File: config.mk
export PLATFORM = sky130hd
export DESIGN_NAME = asctl_top
export DESIGN_NICKNAME = d
export VERILOG_FILES = /design/src/verilog/asctl_pkg.sv /design/src/verilog/asctl_top.sv
export SDC_FILE = /design/constraint.sdc
export NUM_CORES = 1
export LEC_CHECK = 0
export ABC_AREA = 1
export BUFFER_PORTS_ARGS = -buffer_cell sky130_fd_sc_hd__buf_2
export CAP_MARGIN = 20
export CORE_MARGIN = 1.5
export CORE_UTILIZATION = 55
export CTS_CLUSTER_SIZE = 25
export DETAILED_ROUTE_END_ITERATION = 12
export HOLD_SLACK_MARGIN = 0.03
export PLACE_DENSITY = 0.76
export SYNTH_ARGS = -nofsm -noshare
export SYNTH_HDL_FRONTEND = slang
export SYNTH_SLANG_ARGS = --single-unit
File: constraint.sdc
create_clock -name i_clock -period 5.2 [get_ports i_clock]
set_clock_uncertainty 0.05 [all_clocks]
set_input_delay 0.26 -clock i_clock [delete_from_list [all_inputs] [get_ports i_clock]]
set_output_delay 0.26 -clock i_clock [all_outputs]
set_load 0.02 [all_outputs]
File: src/verilog/asctl_pkg.sv
`default_nettype none
package asctl_pkg;

  // ----------------------------------------------------------------
  // register offsets
  // ----------------------------------------------------------------
  localparam logic [11:0] OFS_START_TASK    = 12'h000;
  localparam logic [11:0] OFS_STOP_TASK     = 12'h004;
  localparam logic [11:0] OFS_START_LINK    = 12'h080;
  localparam logic [11:0] OFS_STOP_LINK     = 12'h084;
  localparam logic [11:0] OFS_RX_UPD_FLAG   = 12'h104;
  localparam logic [11:0] OFS_STOPPED_FLAG  = 12'h108;
  localparam logic [11:0] OFS_TX_UPD_FLAG   = 12'h114;
  localparam logic [11:0] OFS_RX_UPD_BCAST  = 12'h184;
  localparam logic [11:0] OFS_STOPPED_BCAST = 12'h188;
  localparam logic [11:0] OFS_TX_UPD_BCAST  = 12'h194;
  localparam logic [11:0] OFS_IRQ_ENABLE    = 12'h300;
  localparam logic [11:0] OFS_IRQ_SET       = 12'h304;
  localparam logic [11:0] OFS_IRQ_CLEAR     = 12'h308;
  localparam logic [11:0] OFS_UNIT_ENABLE   = 12'h500;
  localparam logic [11:0] OFS_ROLE          = 12'h504;
  localparam logic [11:0] OFS_RX_ENABLE     = 12'h508;
  localparam logic [11:0] OFS_TX_ENABLE     = 12'h50C;
  localparam logic [11:0] OFS_MCK_ENABLE    = 12'h510;
  localparam logic [11:0] OFS_MCK_DIVIDER   = 12'h514;
  localparam logic [11:0] OFS_RATIO         = 12'h518;
  localparam logic [11:0] OFS_SWIDTH        = 12'h51C;
  localparam logic [11:0] OFS_ALIGN         = 12'h520;
  localparam logic [11:0] OFS_FORMAT        = 12'h524;
  localparam logic [11:0] OFS_CHANNELS      = 12'h528;
  localparam logic [11:0] OFS_RX_PTR        = 12'h538;
  localparam logic [11:0] OFS_TX_PTR        = 12'h540;
  localparam logic [11:0] OFS_WORD_COUNT    = 12'h550;
  localparam logic [11:0] OFS_PIN_MCK       = 12'h560;
  localparam logic [11:0] OFS_PIN_BCK       = 12'h564;
  localparam logic [11:0] OFS_PIN_FCK       = 12'h568;
  localparam logic [11:0] OFS_PIN_SIN       = 12'h56C;
  localparam logic [11:0] OFS_PIN_SOUT      = 12'h570;

  // ----------------------------------------------------------------
  // field positions
  // ----------------------------------------------------------------
  localparam int LINK_EN_BIT  = 31;
  localparam int LINK_CH_W    = 4;
  localparam int IRQ_RX_BIT   = 1;
  localparam int IRQ_STOP_BIT = 2;
  localparam int IRQ_TX_BIT   = 5;
  localparam int PIN_CONN_BIT = 31;
  localparam int PIN_NUM_W    = 5;
  localparam int NUM_CHAN     = 16;
  localparam int NUM_PINS     = 32;

  // ----------------------------------------------------------------
  // reset values
  // ----------------------------------------------------------------
  localparam logic [31:0] RST_ZERO    = 32'h0000_0000;
  localparam logic [31:0] RST_TX_EN   = 32'h0000_0001;
  localparam logic [31:0] RST_MCK_DIV = 32'h2000_0000;
  localparam logic [3:0]  RST_RATIO   = 4'h6;
  localparam logic [1:0]  RST_SWIDTH  = 2'h1;
  localparam logic [31:0] RST_PIN     = 32'hFFFF_FFFF;

  // role encodings
  localparam logic ROLE_MASTER = 1'b0;
  localparam logic ROLE_SLAVE  = 1'b1;

  // ----------------------------------------------------------------
  // run state
  // ----------------------------------------------------------------
  typedef enum logic [1:0] {
    ASCTL_IDLE     = 2'b00,
    ASCTL_RUN      = 2'b01,
    ASCTL_STOPPING = 2'b11
  } asctl_state_t;

endpackage
`default_nettype wire

File: src/verilog/asctl_top.sv
// The APB interface to the registers was left to the implementer.
`timescale 1ns/100ps
`default_nettype none

module asctl_top (
  // clock and reset
  input  wire logic        i_clock,
  input  wire logic        i_sys_rst,
  // apb slave
  input  wire logic        i_psel,
  input  wire logic        i_penable,
  input  wire logic        i_pwrite,
  input  wire logic [11:0] i_paddr,
  input  wire logic [31:0] i_pwdata,
  output logic      [31:0] o_prdata,
  output logic             o_pready,
  output logic             o_pslverr,
  // interconnect channels
  input  wire logic [15:0] i_chan_trigger,
  output logic      [15:0] o_chan_publish,
  // word strobes from the serial engine
  input  wire logic        i_rx_word_done,
  input  wire logic        i_tx_word_done,
  // pins (oe low = driven)
  input  wire logic [31:0] i_pin_in,
  output logic      [31:0] o_pin_out,
  output logic      [31:0] o_pin_oe_n,
  output logic      [31:0] o_pin_owned,
  // serial engine side
  input  wire logic        i_master_clock_out,
  input  wire logic        i_bit_clock,
  input  wire logic        i_frame_clock,
  input  wire logic        i_serial_output,
  output logic             o_serial_input,
  output logic             o_ext_bit_clock,
  output logic             o_ext_frame_clock,
  output logic             o_running,
  output logic             o_mck_gen_run,
  output logic      [31:0] o_rx_pointer_active,
  output logic      [31:0] o_tx_pointer_active,
  output logic             o_irq
);

  // ----------------------------------------------------------------
  // registers
  // ----------------------------------------------------------------
  logic [31:0] start_link_r, stop_link_r;
  logic [31:0] rx_bcast_r, stop_bcast_r, tx_bcast_r;
  logic [2:0]  flags_r;   // {tx, stopped, rx}
  logic [2:0]  irq_en_r;  // {tx, stopped, rx}
  logic        unit_en_r, role_r, rx_en_r, tx_en_r, mck_en_r;
  logic [31:0] mck_div_r;
  logic [3:0]  ratio_r;
  logic [1:0]  swidth_r;
  logic        align_r, format_r;
  logic [1:0]  channels_r;
  logic [31:0] rx_ptr_r, tx_ptr_r, word_count_r;
  logic [31:0] pin_sel_r [5];  // mck, bck, fck, sin, sout
  logic [31:0] rx_cnt_r, tx_cnt_r;
  asctl_pkg::asctl_state_t state_r;

  logic wr_access, rd_access;
  logic start_trig, stop_trig;
  logic rx_upd, tx_upd, stopped_ev;
  logic [31:0] count_limit;

  assign wr_access = i_psel & i_penable & i_pwrite;
  assign rd_access = i_psel & i_penable & ~i_pwrite;
  assign o_pready  = 1'b1;

  // ----------------------------------------------------------------
  // tasks from bus and channels
  // ----------------------------------------------------------------
  always_comb begin
    start_trig = wr_access && i_paddr == asctl_pkg::OFS_START_TASK && i_pwdata[0];
    stop_trig  = wr_access && i_paddr == asctl_pkg::OFS_STOP_TASK && i_pwdata[0];
    if (start_link_r[asctl_pkg::LINK_EN_BIT] &&
        i_chan_trigger[start_link_r[asctl_pkg::LINK_CH_W-1:0]]) begin
      start_trig = 1'b1;
    end
    if (stop_link_r[asctl_pkg::LINK_EN_BIT] &&
        i_chan_trigger[stop_link_r[asctl_pkg::LINK_CH_W-1:0]]) begin
      stop_trig = 1'b1;
    end
  end

  // ----------------------------------------------------------------
  // run state; stop wins over a simultaneous start
  // ----------------------------------------------------------------
  always_ff @(posedge i_clock) begin
    if (i_sys_rst) begin
      state_r <= asctl_pkg::ASCTL_IDLE;
    end else begin
      case (state_r)
        asctl_pkg::ASCTL_IDLE: begin
          if (stop_trig) begin
            state_r <= asctl_pkg::ASCTL_STOPPING;
          end else if (start_trig && unit_en_r) begin
            state_r <= asctl_pkg::ASCTL_RUN;
          end
        end
        asctl_pkg::ASCTL_RUN: begin
          if (stop_trig || !unit_en_r) begin
            state_r <= asctl_pkg::ASCTL_STOPPING;
          end
        end
        asctl_pkg::ASCTL_STOPPING: begin
          state_r <= asctl_pkg::ASCTL_IDLE;
        end
        default: begin
          state_r <= asctl_pkg::ASCTL_IDLE;
        end
      endcase
    end
  end

  assign o_running     = (state_r == asctl_pkg::ASCTL_RUN);
  assign o_mck_gen_run = o_running & mck_en_r;
  // stopped fires once halting is done, one cycle after the stop task
  assign stopped_ev    = (state_r == asctl_pkg::ASCTL_STOPPING);

  // ----------------------------------------------------------------
  // pointer double buffers and word counting
  // ----------------------------------------------------------------
  // a zero word count is treated as one to avoid a stuck counter
  assign count_limit = (word_count_r == 32'h0000_0000) ? 32'h0000_0001 : word_count_r;

  assign rx_upd = o_running & rx_en_r & i_rx_word_done &
                  (rx_cnt_r + 32'h0000_0001 >= count_limit);
  assign tx_upd = o_running & tx_en_r & i_tx_word_done &
                  (tx_cnt_r + 32'h0000_0001 >= count_limit);

  always_ff @(posedge i_clock) begin
    if (i_sys_rst) begin
      rx_cnt_r <= asctl_pkg::RST_ZERO;
      o_rx_pointer_active <= asctl_pkg::RST_ZERO;
    end else if (!o_running || !rx_en_r) begin
      rx_cnt_r <= asctl_pkg::RST_ZERO;
      o_rx_pointer_active <= rx_ptr_r;
    end else if (i_rx_word_done) begin
      if (rx_upd) begin
        rx_cnt_r <= asctl_pkg::RST_ZERO;
        o_rx_pointer_active <= rx_ptr_r;
      end else begin
        rx_cnt_r <= rx_cnt_r + 32'h0000_0001;
      end
    end
  end

  always_ff @(posedge i_clock) begin
    if (i_sys_rst) begin
      tx_cnt_r <= asctl_pkg::RST_ZERO;
      o_tx_pointer_active <= asctl_pkg::RST_ZERO;
    end else if (!o_running || !tx_en_r) begin
      tx_cnt_r <= asctl_pkg::RST_ZERO;
      o_tx_pointer_active <= tx_ptr_r;
    end else if (i_tx_word_done) begin
      if (tx_upd) begin
        tx_cnt_r <= asctl_pkg::RST_ZERO;
        o_tx_pointer_active <= tx_ptr_r;
      end else begin
        tx_cnt_r <= tx_cnt_r + 32'h0000_0001;
      end
    end
  end

  // ----------------------------------------------------------------
  // event flags: a set in the same cycle as a clear wins
  // ----------------------------------------------------------------
  always_ff @(posedge i_clock) begin
    if (i_sys_rst) begin
      flags_r <= 3'h0;
    end else begin
      if (wr_access && i_paddr == asctl_pkg::OFS_RX_UPD_FLAG) begin
        flags_r[0] <= i_pwdata[0];
      end
      if (wr_access && i_paddr == asctl_pkg::OFS_STOPPED_FLAG) begin
        flags_r[1] <= i_pwdata[0];
      end
      if (wr_access && i_paddr == asctl_pkg::OFS_TX_UPD_FLAG) begin
        flags_r[2] <= i_pwdata[0];
      end
      if (rx_upd) begin
        flags_r[0] <= 1'b1;
      end
      if (stopped_ev) begin
        flags_r[1] <= 1'b1;
      end
      if (tx_upd) begin
        flags_r[2] <= 1'b1;
      end
    end
  end

  assign o_irq = |(flags_r & irq_en_r);

  // ----------------------------------------------------------------
  // event broadcast
  // ----------------------------------------------------------------
  always_comb begin
    o_chan_publish = 16'h0000;
    if (rx_upd && rx_bcast_r[asctl_pkg::LINK_EN_BIT]) begin
      o_chan_publish[rx_bcast_r[asctl_pkg::LINK_CH_W-1:0]] = 1'b1;
    end
    if (stopped_ev && stop_bcast_r[asctl_pkg::LINK_EN_BIT]) begin
      o_chan_publish[stop_bcast_r[asctl_pkg::LINK_CH_W-1:0]] = 1'b1;
    end
    if (tx_upd && tx_bcast_r[asctl_pkg::LINK_EN_BIT]) begin
      o_chan_publish[tx_bcast_r[asctl_pkg::LINK_CH_W-1:0]] = 1'b1;
    end
  end

  // ----------------------------------------------------------------
  // register writes
  // ----------------------------------------------------------------
  always_ff @(posedge i_clock) begin
    if (i_sys_rst) begin
      start_link_r <= asctl_pkg::RST_ZERO;
      stop_link_r  <= asctl_pkg::RST_ZERO;
      rx_bcast_r   <= asctl_pkg::RST_ZERO;
      stop_bcast_r <= asctl_pkg::RST_ZERO;
      tx_bcast_r   <= asctl_pkg::RST_ZERO;
      irq_en_r     <= 3'h0;
      unit_en_r    <= 1'b0;
      role_r       <= asctl_pkg::ROLE_MASTER;
      rx_en_r      <= 1'b0;
      tx_en_r      <= asctl_pkg::RST_TX_EN[0];
      mck_en_r     <= asctl_pkg::RST_TX_EN[0];
      mck_div_r    <= asctl_pkg::RST_MCK_DIV;
      ratio_r      <= asctl_pkg::RST_RATIO;
      swidth_r     <= asctl_pkg::RST_SWIDTH;
      align_r      <= 1'b0;
      format_r     <= 1'b0;
      channels_r   <= 2'h0;
      rx_ptr_r     <= asctl_pkg::RST_ZERO;
      tx_ptr_r     <= asctl_pkg::RST_ZERO;
      word_count_r <= asctl_pkg::RST_ZERO;
      for (int k = 0; k < 5; k++) begin
        pin_sel_r[k] <= asctl_pkg::RST_PIN;
      end
    end else if (wr_access) begin
      case (i_paddr)
        asctl_pkg::OFS_START_LINK:    start_link_r <= i_pwdata & 32'h8000_000F;
        asctl_pkg::OFS_STOP_LINK:     stop_link_r  <= i_pwdata & 32'h8000_000F;
        asctl_pkg::OFS_RX_UPD_BCAST:  rx_bcast_r   <= i_pwdata & 32'h8000_000F;
        asctl_pkg::OFS_STOPPED_BCAST: stop_bcast_r <= i_pwdata & 32'h8000_000F;
        asctl_pkg::OFS_TX_UPD_BCAST:  tx_bcast_r   <= i_pwdata & 32'h8000_000F;
        asctl_pkg::OFS_IRQ_ENABLE: begin
          irq_en_r <= {i_pwdata[asctl_pkg::IRQ_TX_BIT], i_pwdata[asctl_pkg::IRQ_STOP_BIT],
                       i_pwdata[asctl_pkg::IRQ_RX_BIT]};
        end
        asctl_pkg::OFS_IRQ_SET: begin
          irq_en_r <= irq_en_r | {i_pwdata[asctl_pkg::IRQ_TX_BIT],
                      i_pwdata[asctl_pkg::IRQ_STOP_BIT], i_pwdata[asctl_pkg::IRQ_RX_BIT]};
        end
        asctl_pkg::OFS_IRQ_CLEAR: begin
          irq_en_r <= irq_en_r & ~{i_pwdata[asctl_pkg::IRQ_TX_BIT],
                      i_pwdata[asctl_pkg::IRQ_STOP_BIT], i_pwdata[asctl_pkg::IRQ_RX_BIT]};
        end
        asctl_pkg::OFS_UNIT_ENABLE: unit_en_r    <= i_pwdata[0];
        asctl_pkg::OFS_ROLE:        role_r       <= i_pwdata[0];
        asctl_pkg::OFS_RX_ENABLE:   rx_en_r      <= i_pwdata[0];
        asctl_pkg::OFS_TX_ENABLE:   tx_en_r      <= i_pwdata[0];
        asctl_pkg::OFS_MCK_ENABLE:  mck_en_r     <= i_pwdata[0];
        asctl_pkg::OFS_MCK_DIVIDER: mck_div_r    <= i_pwdata;
        asctl_pkg::OFS_RATIO:       ratio_r      <= i_pwdata[3:0];
        asctl_pkg::OFS_SWIDTH:      swidth_r     <= i_pwdata[1:0];
        asctl_pkg::OFS_ALIGN:       align_r      <= i_pwdata[0];
        asctl_pkg::OFS_FORMAT:      format_r     <= i_pwdata[0];
        asctl_pkg::OFS_CHANNELS:    channels_r   <= i_pwdata[1:0];
        asctl_pkg::OFS_RX_PTR:      rx_ptr_r     <= i_pwdata;
        asctl_pkg::OFS_TX_PTR:      tx_ptr_r     <= i_pwdata;
        asctl_pkg::OFS_WORD_COUNT:  word_count_r <= i_pwdata;
        asctl_pkg::OFS_PIN_MCK:     pin_sel_r[0] <= i_pwdata;
        asctl_pkg::OFS_PIN_BCK:     pin_sel_r[1] <= i_pwdata;
        asctl_pkg::OFS_PIN_FCK:     pin_sel_r[2] <= i_pwdata;
        asctl_pkg::OFS_PIN_SIN:     pin_sel_r[3] <= i_pwdata;
        asctl_pkg::OFS_PIN_SOUT:    pin_sel_r[4] <= i_pwdata;
        default: begin
        end
      endcase
    end
  end

  // ----------------------------------------------------------------
  // register reads; tasks read zero, unmapped answers slverr
  // ----------------------------------------------------------------
  logic [31:0] rd_data;
  logic        rd_hit;
  logic [31:0] irq_view;

  always_comb begin
    irq_view = 32'h0000_0000;
    irq_view[asctl_pkg::IRQ_RX_BIT]   = irq_en_r[0];
    irq_view[asctl_pkg::IRQ_STOP_BIT] = irq_en_r[1];
    irq_view[asctl_pkg::IRQ_TX_BIT]   = irq_en_r[2];
    rd_hit  = 1'b1;
    rd_data = 32'h0000_0000;
    case (i_paddr)
      asctl_pkg::OFS_START_TASK:    rd_data = 32'h0000_0000;
      asctl_pkg::OFS_STOP_TASK:     rd_data = 32'h0000_0000;
      asctl_pkg::OFS_START_LINK:    rd_data = start_link_r;
      asctl_pkg::OFS_STOP_LINK:     rd_data = stop_link_r;
      asctl_pkg::OFS_RX_UPD_FLAG:   rd_data = {31'h0, flags_r[0]};
      asctl_pkg::OFS_STOPPED_FLAG:  rd_data = {31'h0, flags_r[1]};
      asctl_pkg::OFS_TX_UPD_FLAG:   rd_data = {31'h0, flags_r[2]};
      asctl_pkg::OFS_RX_UPD_BCAST:  rd_data = rx_bcast_r;
      asctl_pkg::OFS_STOPPED_BCAST: rd_data = stop_bcast_r;
      asctl_pkg::OFS_TX_UPD_BCAST:  rd_data = tx_bcast_r;
      asctl_pkg::OFS_IRQ_ENABLE:    rd_data = irq_view;
      asctl_pkg::OFS_IRQ_SET:       rd_data = irq_view;
      asctl_pkg::OFS_IRQ_CLEAR:     rd_data = irq_view;
      asctl_pkg::OFS_UNIT_ENABLE:   rd_data = {31'h0, unit_en_r};
      asctl_pkg::OFS_ROLE:          rd_data = {31'h0, role_r};
      asctl_pkg::OFS_RX_ENABLE:     rd_data = {31'h0, rx_en_r};
      asctl_pkg::OFS_TX_ENABLE:     rd_data = {31'h0, tx_en_r};
      asctl_pkg::OFS_MCK_ENABLE:    rd_data = {31'h0, mck_en_r};
      asctl_pkg::OFS_MCK_DIVIDER:   rd_data = mck_div_r;
      asctl_pkg::OFS_RATIO:         rd_data = {28'h0, ratio_r};
      asctl_pkg::OFS_SWIDTH:        rd_data = {30'h0, swidth_r};
      asctl_pkg::OFS_ALIGN:         rd_data = {31'h0, align_r};
      asctl_pkg::OFS_FORMAT:        rd_data = {31'h0, format_r};
      asctl_pkg::OFS_CHANNELS:      rd_data = {30'h0, channels_r};
      asctl_pkg::OFS_RX_PTR:        rd_data = rx_ptr_r;
      asctl_pkg::OFS_TX_PTR:        rd_data = tx_ptr_r;
      asctl_pkg::OFS_WORD_COUNT:    rd_data = word_count_r;
      asctl_pkg::OFS_PIN_MCK:       rd_data = pin_sel_r[0];
      asctl_pkg::OFS_PIN_BCK:       rd_data = pin_sel_r[1];
      asctl_pkg::OFS_PIN_FCK:       rd_data = pin_sel_r[2];
      asctl_pkg::OFS_PIN_SIN:       rd_data = pin_sel_r[3];
      asctl_pkg::OFS_PIN_SOUT:      rd_data = pin_sel_r[4];
      default:                      rd_hit  = 1'b0;
    endcase
  end

  assign o_pslverr = i_psel & i_penable & ~rd_hit;

  always_ff @(posedge i_clock) begin
    if (i_sys_rst) begin
      o_prdata <= 32'h0000_0000;
    end else if (i_psel && !i_penable && !i_pwrite) begin
      o_prdata <= rd_data;
    end
  end

  // ----------------------------------------------------------------
  // pin routing and direction
  // ----------------------------------------------------------------
  logic [4:0] sig_out;   // value per signal: mck, bck, fck, sin, sout
  logic [4:0] sig_drv;   // signal drives its pin
  logic [4:0] sig_conn;

  always_comb begin
    // idle outputs sit low when not running
    sig_out = {i_serial_output & o_running, 1'b0,
               i_frame_clock & o_running, i_bit_clock & o_running,
               i_master_clock_out & o_mck_gen_run};
    if (role_r == asctl_pkg::ROLE_MASTER) begin
      sig_drv = 5'b10111;
    end else begin
      sig_drv = 5'b10001;
    end
    for (int k = 0; k < 5; k++) begin
      sig_conn[k] = unit_en_r & ~pin_sel_r[k][asctl_pkg::PIN_CONN_BIT];
    end
    o_pin_out   = 32'h0000_0000;
    o_pin_oe_n  = 32'hFFFF_FFFF;
    o_pin_owned = 32'h0000_0000;
    for (int k = 0; k < 5; k++) begin
      if (sig_conn[k]) begin
        o_pin_owned[pin_sel_r[k][asctl_pkg::PIN_NUM_W-1:0]] = 1'b1;
        if (sig_drv[k]) begin
          o_pin_oe_n[pin_sel_r[k][asctl_pkg::PIN_NUM_W-1:0]] = 1'b0;
          o_pin_out[pin_sel_r[k][asctl_pkg::PIN_NUM_W-1:0]]  = sig_out[k];
        end
      end
    end
    o_serial_input    = sig_conn[3] & i_pin_in[pin_sel_r[3][asctl_pkg::PIN_NUM_W-1:0]];
    o_ext_bit_clock   = sig_conn[1] & ~sig_drv[1] &
                        i_pin_in[pin_sel_r[1][asctl_pkg::PIN_NUM_W-1:0]];
    o_ext_frame_clock = sig_conn[2] & ~sig_drv[2] &
                        i_pin_in[pin_sel_r[2][asctl_pkg::PIN_NUM_W-1:0]];
  end

endmodule

`default_nettype wire

==> flow_metrics.tcl, run 1 <==
set metrics [dict create \
    pin_count_of_the_biggest_net_entering_global_routing 105 \
    grt_pass1_wl_um 157800 \
    mappedNetlistNets 4175 \
    start_kind "register" \
    yosys.area_share.simple_pct 28.69 \
    slew_at_the_pin_closest_to_its_max_slew_limit_ps 1179 \
    cts.sinks 496 \
    finalNetCount 4439 \
    routedWlPerCell_um 20.90 \
    detailroute.wirelength.met2_um 46830 \
    synth_enable_flop_cells 160 \
    timing.hold.ws_ps 95.63 \
    vias 29852 \
    detailedPlace.worstSlack_ps 1117 \
    critical_path_s_slowest_cell "sky130_fd_sc_hd__dfxtp_1" \
    synth-xor-area-share_pct 1.707 \
    die_y_um 229.5 \
    io-pin-count 319 \
    yosys_register_bits 496 \
    post_synth_inst_count 4006 \
    grt_overflow_total 0 \
    gr-usage-all-layers_pct 38.42 \
    dp.cells 4849 \
    cp_max_fo 12 \
    critical-path-max-stage-delay_ps 370 \
    crit_type "register to primary output" \
    postLayoutSetupSlackWorst_ps 494.1 \
    power.leakage_nw 13.52 \
    critPathCaptureType "primary output" \
    stdcell_count 4985 \
    period_needed_ps 4706 \
    hold_path_class "primary input to register" \
    final.period_utilization_pct 90.50 \
    post-route-drc-count 0 \
    detail_route.vias_per_cell 5.988 \
    fmax_mhz 212.5 \
    setup_repair_after_global_routing_missed_its_margin "no" \
    synthToLayoutAreaGrowth_pct 15.44 \
    synthAdderAreaFrac_pct 2.926 \
    postSynth.topFlopCell "sky130_fd_sc_hd__dfxtp_1" \
    cts_htree_levels 2 \
    finalSetupTns_ps 0 \
    final_weighted_congestion_of_routability_driven_global_placement 1.032 \
    final-max-slew-violation-count 0 \
    timing.critical_path.required_ps 4890 \
    wirelength_met1_um 39930 \
    worst-r2r-setup-slack_ps 920 \
    dpl.hpwl_um 74130 \
    initial_utilization_pct 56.03 \
    highest-signal-layer "met5" \
    yosysSeqAreaShare_pct 40.86 \
    core.rowCount 82 \
    cts_tree "done" \
    antenna-diode-count 0 \
    syn-cell-area_um2 28220 \
    rr_startpoint "tx_cnt_r[2]" \
    worst_r2r_endpoint "o_tx_pointer_active[15]" \
    met3WireLength_um 10470 \
    post_synth_num_cell_types 52 \
    vias_in_the_first_global_route 27324 \
    peakVddDrop_mv 0.3024 \
    core_um2 50380 \
    largest_family_of_logic_cells_by_synthesized_area "simple AND/OR/NAND/NOR gates" \
    post_route_cells_drive_above_1_share_pct 11.80 \
    synthesized_area_divided_by_synthesized_cell_count_um2 7.045 \
    critical_path_arrival_ps 4400 \
    detail_route.wirelength_um 104200 \
    cellPowerDensity_nw_per_um2 258.7 \
    detailedRoute.firstIterationViolations 3723 \
    final_hold_viol_count 0 \
    cts_max_path_buffers 3 \
    crit_end "o_chan_publish[7]" \
    asyncSetResetFlopFracSynth_pct 0 \
    portBuffers 317 \
    drt_first_pass_iters 6 \
    die_x_um 229.5 \
    antenna_violations_before_repair 3 \
    cts_root_buffer "sky130_fd_sc_hd__clkbuf_16" \
    crit_chain "ha_1 -> nand3_1 -> nor2_1 -> inv_1 -> nor2_1 -> nand3b_1 -> xor2_1 -> inv_1 -> ha_1 -> nand2_1 -> nor2_1 -> nand4_1 -> nor2_1 -> nand2_1 -> nand3_1 -> nand3_1 -> inv_1 -> nand3_1 -> nand2_1 -> buf_2" \
    path_clk_slew_ps 70 \
    timing.max_cap.violations 0 \
    synthesized_area_fraction_occupied_by_ao_oa_aoi_and_oai_cells_pct 16.57 \
    post_cts_resized 0 \
    antenna_violating_nets_post_route 0 \
    cts_buffers 52 \
    die_area_um2 52680 \
    slew_headroom_pct 21.13 \
    multiplexer_share_of_the_synthesized_area_pct 0.07093 \
    yosysWarningCount 0 \
    clock_latency_ps 640 \
    cp-startpoint "tx_cnt_r[1]" \
    status "complete, no violations" \
    final.fill_count 4520 \
    worst-r2r-cell-count 17 \
    report.final.setup_viol 0 \
]
## timing repair
action | 4_1_cts | 5_1_grt
setup endpoints to repair | 0 | 0
hold endpoints to repair | 117 | 0
hold buffers | 32 | 0
buffers inserted | 0 | 0
## flip-flops by register name, summed over array words and instances (netlist names), 3 cells and up
name / count
tx_cnt_r: 32
rx_ptr_r: 32
o_prdata: 32
stop_bcast_r: 5
rx_bcast_r: 5
word_count_r: 32
tx_ptr_r: 32
irq_en_r: 3
ratio_r: 4
stop_link_r: 5
flags_r: 3
o_tx_pointer_active: 32
pin_sel_r: 160
start_link_r: 5
rx_cnt_r: 32
mck_div_r: 32
tx_bcast_r: 5
o_rx_pointer_active: 32
## cells in the final DEF (no fill, tap or decap), types with 19 or more instances in the layout
cell and count:
sky130_fd_sc_hd__xor2_1 36, sky130_fd_sc_hd__inv_1 457, sky130_fd_sc_hd__buf_2 317, sky130_fd_sc_hd__nand4_1 73, sky130_fd_sc_hd__nand2_1 921, sky130_fd_sc_hd__nor4_1 22
sky130_fd_sc_hd__a21oi_1 371, sky130_fd_sc_hd__edfxtp_1 160, sky130_fd_sc_hd__o21ai_1 22, sky130_fd_sc_hd__ha_1 66, sky130_fd_sc_hd__a22oi_1 34, sky130_fd_sc_hd__nor2_1 375
sky130_fd_sc_hd__buf_4 45, sky130_fd_sc_hd__o2111ai_1 22, sky130_fd_sc_hd__o221ai_1 25, sky130_fd_sc_hd__o21ai_0 261, sky130_fd_sc_hd__nor3_1 106, sky130_fd_sc_hd__dlygate4sd3_1 32
sky130_fd_sc_hd__o31ai_1 19, sky130_fd_sc_hd__nand3b_1 31, sky130_fd_sc_hd__xnor2_1 19, sky130_fd_sc_hd__o211ai_1 30, sky130_fd_sc_hd__dfxtp_1 336, sky130_fd_sc_hd__nand3_1 309
sky130_fd_sc_hd__clkbuf_16 53
## per-layer routing
layer	vias up	track usage [%]
met1	13671	48.77
met5	-	0
met2	1805	61.06
li1	13983	-
met4	6	22.74
met3	387	7.072
## cell usage after synthesis, types with 3 or more instances
| master | instances | share of area [%] |
|---|---|---|
| sky130_fd_sc_hd__nor2_2 | 12 | 0.27 |
| sky130_fd_sc_hd__o21ai_1 | 22 | 0.39 |
| sky130_fd_sc_hd__buf_2 | 48 | 0.85 |
| sky130_fd_sc_hd__o221ai_1 | 25 | 0.78 |
| sky130_fd_sc_hd__nor3_2 | 4 | 0.14 |
| sky130_fd_sc_hd__clkbuf_1 | 120 | 1.6 |
| sky130_fd_sc_hd__a31oi_1 | 4 | 0.089 |
| sky130_fd_sc_hd__o21a_1 | 4 | 0.11 |
| sky130_fd_sc_hd__o2111ai_1 | 22 | 0.68 |
| sky130_fd_sc_hd__edfxtp_1 | 160 | 17 |
| sky130_fd_sc_hd__nor2_4 | 3 | 0.12 |
| sky130_fd_sc_hd__o211ai_1 | 30 | 0.80 |
| sky130_fd_sc_hd__a21o_1 | 3 | 0.080 |
| sky130_fd_sc_hd__a22oi_1 | 34 | 0.90 |
| sky130_fd_sc_hd__nand2_2 | 4 | 0.089 |
| sky130_fd_sc_hd__buf_1 | 19 | 0.25 |
| sky130_fd_sc_hd__dfxtp_1 | 336 | 24 |
| sky130_fd_sc_hd__and3_1 | 5 | 0.11 |
| sky130_fd_sc_hd__nor4_1 | 22 | 0.49 |
| sky130_fd_sc_hd__nand4_1 | 73 | 1.6 |
| sky130_fd_sc_hd__o31ai_1 | 19 | 0.51 |
| sky130_fd_sc_hd__xor2_1 | 36 | 1.1 |
| sky130_fd_sc_hd__inv_2 | 16 | 0.21 |
| sky130_fd_sc_hd__nand3b_1 | 31 | 0.82 |
| sky130_fd_sc_hd__clkinv_1 | 5 | 0.067 |
| sky130_fd_sc_hd__nand3_1 | 309 | 5.5 |
| sky130_fd_sc_hd__nor2_1 | 376 | 5.0 |
| sky130_fd_sc_hd__inv_1 | 458 | 6.1 |
| sky130_fd_sc_hd__a221oi_1 | 5 | 0.16 |
| sky130_fd_sc_hd__a211oi_1 | 15 | 0.40 |
| sky130_fd_sc_hd__nor3_1 | 107 | 1.9 |
| sky130_fd_sc_hd__nand2_1 | 923 | 12 |
| sky130_fd_sc_hd__o22ai_1 | 12 | 0.27 |
| sky130_fd_sc_hd__o21ai_0 | 264 | 4.7 |
| sky130_fd_sc_hd__nor3b_1 | 6 | 0.16 |
| sky130_fd_sc_hd__a21oi_1 | 371 | 6.6 |
| sky130_fd_sc_hd__ha_1 | 66 | 2.9 |
| sky130_fd_sc_hd__buf_4 | 3 | 0.080 |
| sky130_fd_sc_hd__xnor2_1 | 19 | 0.59 |
## layout make-up
type / instances / area (um2) / share of cell area (%)
clock buffer: 71 / 1484 / 4.555
tap: 672 / 840.8 / 2.581
inverter: 480 / 1808 / 5.549
multi-input combinational: 2840 / 14180 / 43.52
timing repair buffer: 400 / 2390 / 7.335
clock inverter: 26 / 347.8 / 1.068
sequential: 496 / 11530 / 35.39
## worst max-delay path, delay by kind of cell (launching register included)
family / cells / cell delay, ps
flip-flops: 1 / 370
buffers and inverters: 4 / 680
XOR/XNOR: 1 / 160
adder cells (fa/ha/maj): 2 / 500
AND/OR/NAND/NOR: 13 / 2060
## report_power, final
part	total (mW)	switching (mW)	internal (mW)
clock network	3.94	1.66	2.28
registers	4.08	0.0296	4.05
logic	0.404	0.298	0.107
## kinds of logic after synthesis
group	count (synthesis)
multiplexers	2
XOR/XNOR	55
other	1
flip-flops	496
buffers and inverters	670
adder cells (fa/ha/maj)	66
AND/OR/NAND/NOR	1881
AO/OA/AOI/OAI	835
## how the worst min path moves through the flow
stage | cells past startpoint | from | slack [ps] | to
6_report | 5 | i_paddr[11] | 100 | ratio_r[1]
5_1_grt | 5 | i_paddr[11] | 120 | ratio_r[1]
4_1_cts | 5 | i_paddr[11] | 70 | ratio_r[1]
3_5_place_dp | 2 | swidth_r[1] | 400 | swidth_r[1]
3_3_place_gp | 2 | o_prdata[29] | 400 | o_prdata[29]
2_1_floorplan | 2 | i_pwdata[1] | 340 | ratio_r[1]
## stage by stage
stage	cell area, um2	power [mW]	util [%]
floorplan	28220	4.360	-
global placement	30280	4.530	60.10
detailed placement	30280	4.533	60.10
CTS	32430	8.423	64.37
global route	32580	8.621	64.68
finish	32580	8.429	64.68
Power figures use the tool's default switching activity.
==> run 2, diff against run 1 <==
CTS_BUF_LIST = sky130_fd_sc_hd__clkbuf_8   (was not set)
==> run 2 against run 1 <==
Effect of this change:
- first-iteration DRC count down 9.3%
- wire length increased by 0.17%
- count of clock-buffer cells in the layout up 19
- register-to-register slack better by 30 ps
- global-route usage grew 0.12 points
- critical path depth did not move
- die area stayed put
- cell area shrank 0.41%
- cell count up 1.1%
- maximum frequency down 0.26%
- critical path type unchanged
- highest routed layer unchanged
==> flow_metrics.tcl, run 2 (synthesis gave the netlist of run 1 again) <==
set metrics [dict create \
    timing.max_cap.violations 0 \
    die_area_um2 52680 \
    portBuffers 317 \
    stdcell_count 5041 \
    detail_route.wirelength_um 104400 \
    post-route-drc-count 0 \
    cts_buffers 83 \
    dp.cells 4849 \
    core.rowCount 82 \
    slew_headroom_pct 20.37 \
    cts_root_buffer "sky130_fd_sc_hd__clkbuf_8" \
    total_power_mw 8.058 \
    share_seq_of_total_power_pct 50.7 \
    final.period_utilization_pct 90.73 \
    power.switching_fraction_pct 25.06 \
    slew_at_the_pin_closest_to_its_max_slew_limit_ps 1190 \
    clock_latency_ps 700 \
    final_weighted_congestion_of_routability_driven_global_placement 1.032 \
    worst_hold_startpoint "i_paddr[10]" \
    power.net_switching_mw 2.019 \
    post_cts_resized 0 \
    timing.critical_path.required_ps 4890 \
    postCtsSetupBuffers 0 \
    final_hold_viol_count 0 \
    grt_overflow_total 0 \
    finalSetupTns_ps 0 \
    start_kind "register" \
    critical_path_s_slowest_cell "sky130_fd_sc_hd__dfxtp_1" \
    routedWlPerCell_um 20.71 \
    critPathCaptureType "primary output" \
    final-max-slew-violation-count 0 \
    detail_route.vias_per_cell 5.911 \
    cts.sinks 496 \
    die_x_um 229.5 \
    initial_utilization_pct 56.03 \
    cts_tree "done" \
    critical-path-max-stage-delay_ps 370 \
    die_y_um 229.5 \
    cts_max_path_buffers 3 \
    post_route_cells_drive_above_1_share_pct 12.34 \
    rr_startpoint "rx_cnt_r[0]" \
    critical_path_arrival_ps 4410 \
    vias_in_the_first_global_route 27447 \
    finalNetCount 4471 \
    pin_count_of_the_biggest_net_entering_global_routing 105 \
    crit_type "register to primary output" \
    path_delay_family "simple AND/OR/NAND/NOR gates" \
    power.leakage_nw 13.58 \
    gr-usage-all-layers_pct 38.54 \
    cp-startpoint "tx_cnt_r[1]" \
    final.fill_count 4577 \
    hold_path_class "primary input to register" \
    peakVddDrop_mv 0.2349 \
    drt_first_pass_iters 6 \
    path_clk_slew_ps 60 \
    detailed_place.area_um2 30280 \
    worst-r2r-cell-count 21 \
    clock_power_share_pct 44.3 \
    synthToLayoutAreaGrowth_pct 14.97 \
    io-pin-count 319 \
    antenna_violating_nets_post_route 0 \
    cp_max_fo 12 \
    most-common-layout-cells "sky130_fd_sc_hd__nand2_1 (921), sky130_fd_sc_hd__inv_1 (480), sky130_fd_sc_hd__nor2_1 (375)" \
    detailedRoute.firstIterationViolations 3375 \
    largest_register_ffs 160 \
    antenna_violations_before_repair 3 \
    core_um2 50380 \
    cts_htree_levels 3 \
    report.final.setup_viol 0 \
    fmax_mhz 212.0 \
    crit_chain "ha_1 -> nand3_1 -> nor2_1 -> inv_1 -> nor2_1 -> nand3b_1 -> xor2_1 -> inv_1 -> ha_1 -> nand2_1 -> nor2_1 -> nand4_1 -> nor2_1 -> nand2_1 -> nand3_1 -> nand3_1 -> inv_1 -> nand3_1 -> nand2_1 -> buf_2" \
    dpl.hpwl_um 74130 \
    top_register "pin_sel_r" \
    layout.cell_area.non_filler_um2 32450 \
    status "complete, no violations" \
    layout.cells.most_common "sky130_fd_sc_hd__nand2_1" \
    period_needed_ps 4718 \
    setup_repair_after_global_routing_missed_its_margin "no" \
    grt_pass1_wl_um 158000 \
    pwr-share-comb_pct 5.0 \
    worst-path-buf-inv 4 \
    cellPowerDensity_nw_per_um2 248.3 \
    vias 29796 \
    critical_path_cell_count 20 \
    timing.hold.worst_path_depth 6 \
    internal_power_mw 6.039 \
]
[run 2: tightest hold or removal path, stage by stage]
cell,delay (ps)
sky130_fd_sc_hd__buf_2,130
sky130_fd_sc_hd__inv_2,70
sky130_fd_sc_hd__nor3_4,80
sky130_fd_sc_hd__nand3_1,110
sky130_fd_sc_hd__o21ai_0,80
sky130_fd_sc_hd__nand3_1,60
[run 2: what timing repair did]
| item | in CTS | in global routing |
|---|---|---|
| hold buffers | 33 | 0 |
| endpoints found under the hold margin | 193 | 0 |
| setup endpoints to repair | 0 | 0 |
[run 2: final timing paths]
kind	endpoint	slack, ps
max	o_chan_publish[15]	480
min	ratio_r[1]	80
max reg2reg	o_rx_pointer_active[27]	950
min reg2reg	o_prdata[2]	410
[run 2: cell type report]
type | count | area [um2] | area share (%)
Clock buffer | 90 | 1239 | 3.817
Antenna cell | 1 | 2.502 | 0.007712
Tap cell | 672 | 840.8 | 2.591
Timing Repair Buffer | 401 | 2392 | 7.373
Clock inverter | 61 | 455.4 | 1.404
Multi-Input combinational cell | 2840 | 14180 | 43.70
Sequential cell | 496 | 11530 | 35.54
Inverter | 480 | 1808 | 5.572
[run 2: per-stage QoR]
step / utilization [%] / hold WS (ps) / worst slack [ps]
after CTS: 64.12 / 41.84 / 546.5
after global routing: 64.41 / 118.6 / 77.45
after global placement: 60.10 / 399.9 / 1212
final: 64.41 / 81.07 / 482.0
after detailed placement: 60.10 / 399.9 / 1117
after floorplan: - / 336.4 / 1234
[run 2: power by group through the flow]
| stage | clock network, mW | logic [mW] | registers [mW] |
|---|---|---|---|
| final | 3.57 | 0.405 | 4.08 |
| after floorplan | 0 | 0.199 | 4.16 |
| after CTS | 3.60 | 0.388 | 4.08 |
| after global placement | 0 | 0.366 | 4.16 |
| after detailed placement | 0 | 0.367 | 4.17 |
| after global routing | 3.77 | 0.425 | 4.09 |
[run 2: layer usage]
layer,GRT usage [%],vias to the layer above,part of all wire [%]
met2,61.07,1720,45
met5,0,-,0.026
met4,22.92,4,6.4
li1,-,14054,-
met3,7.395,359,9.8
met1,48.83,13659,39
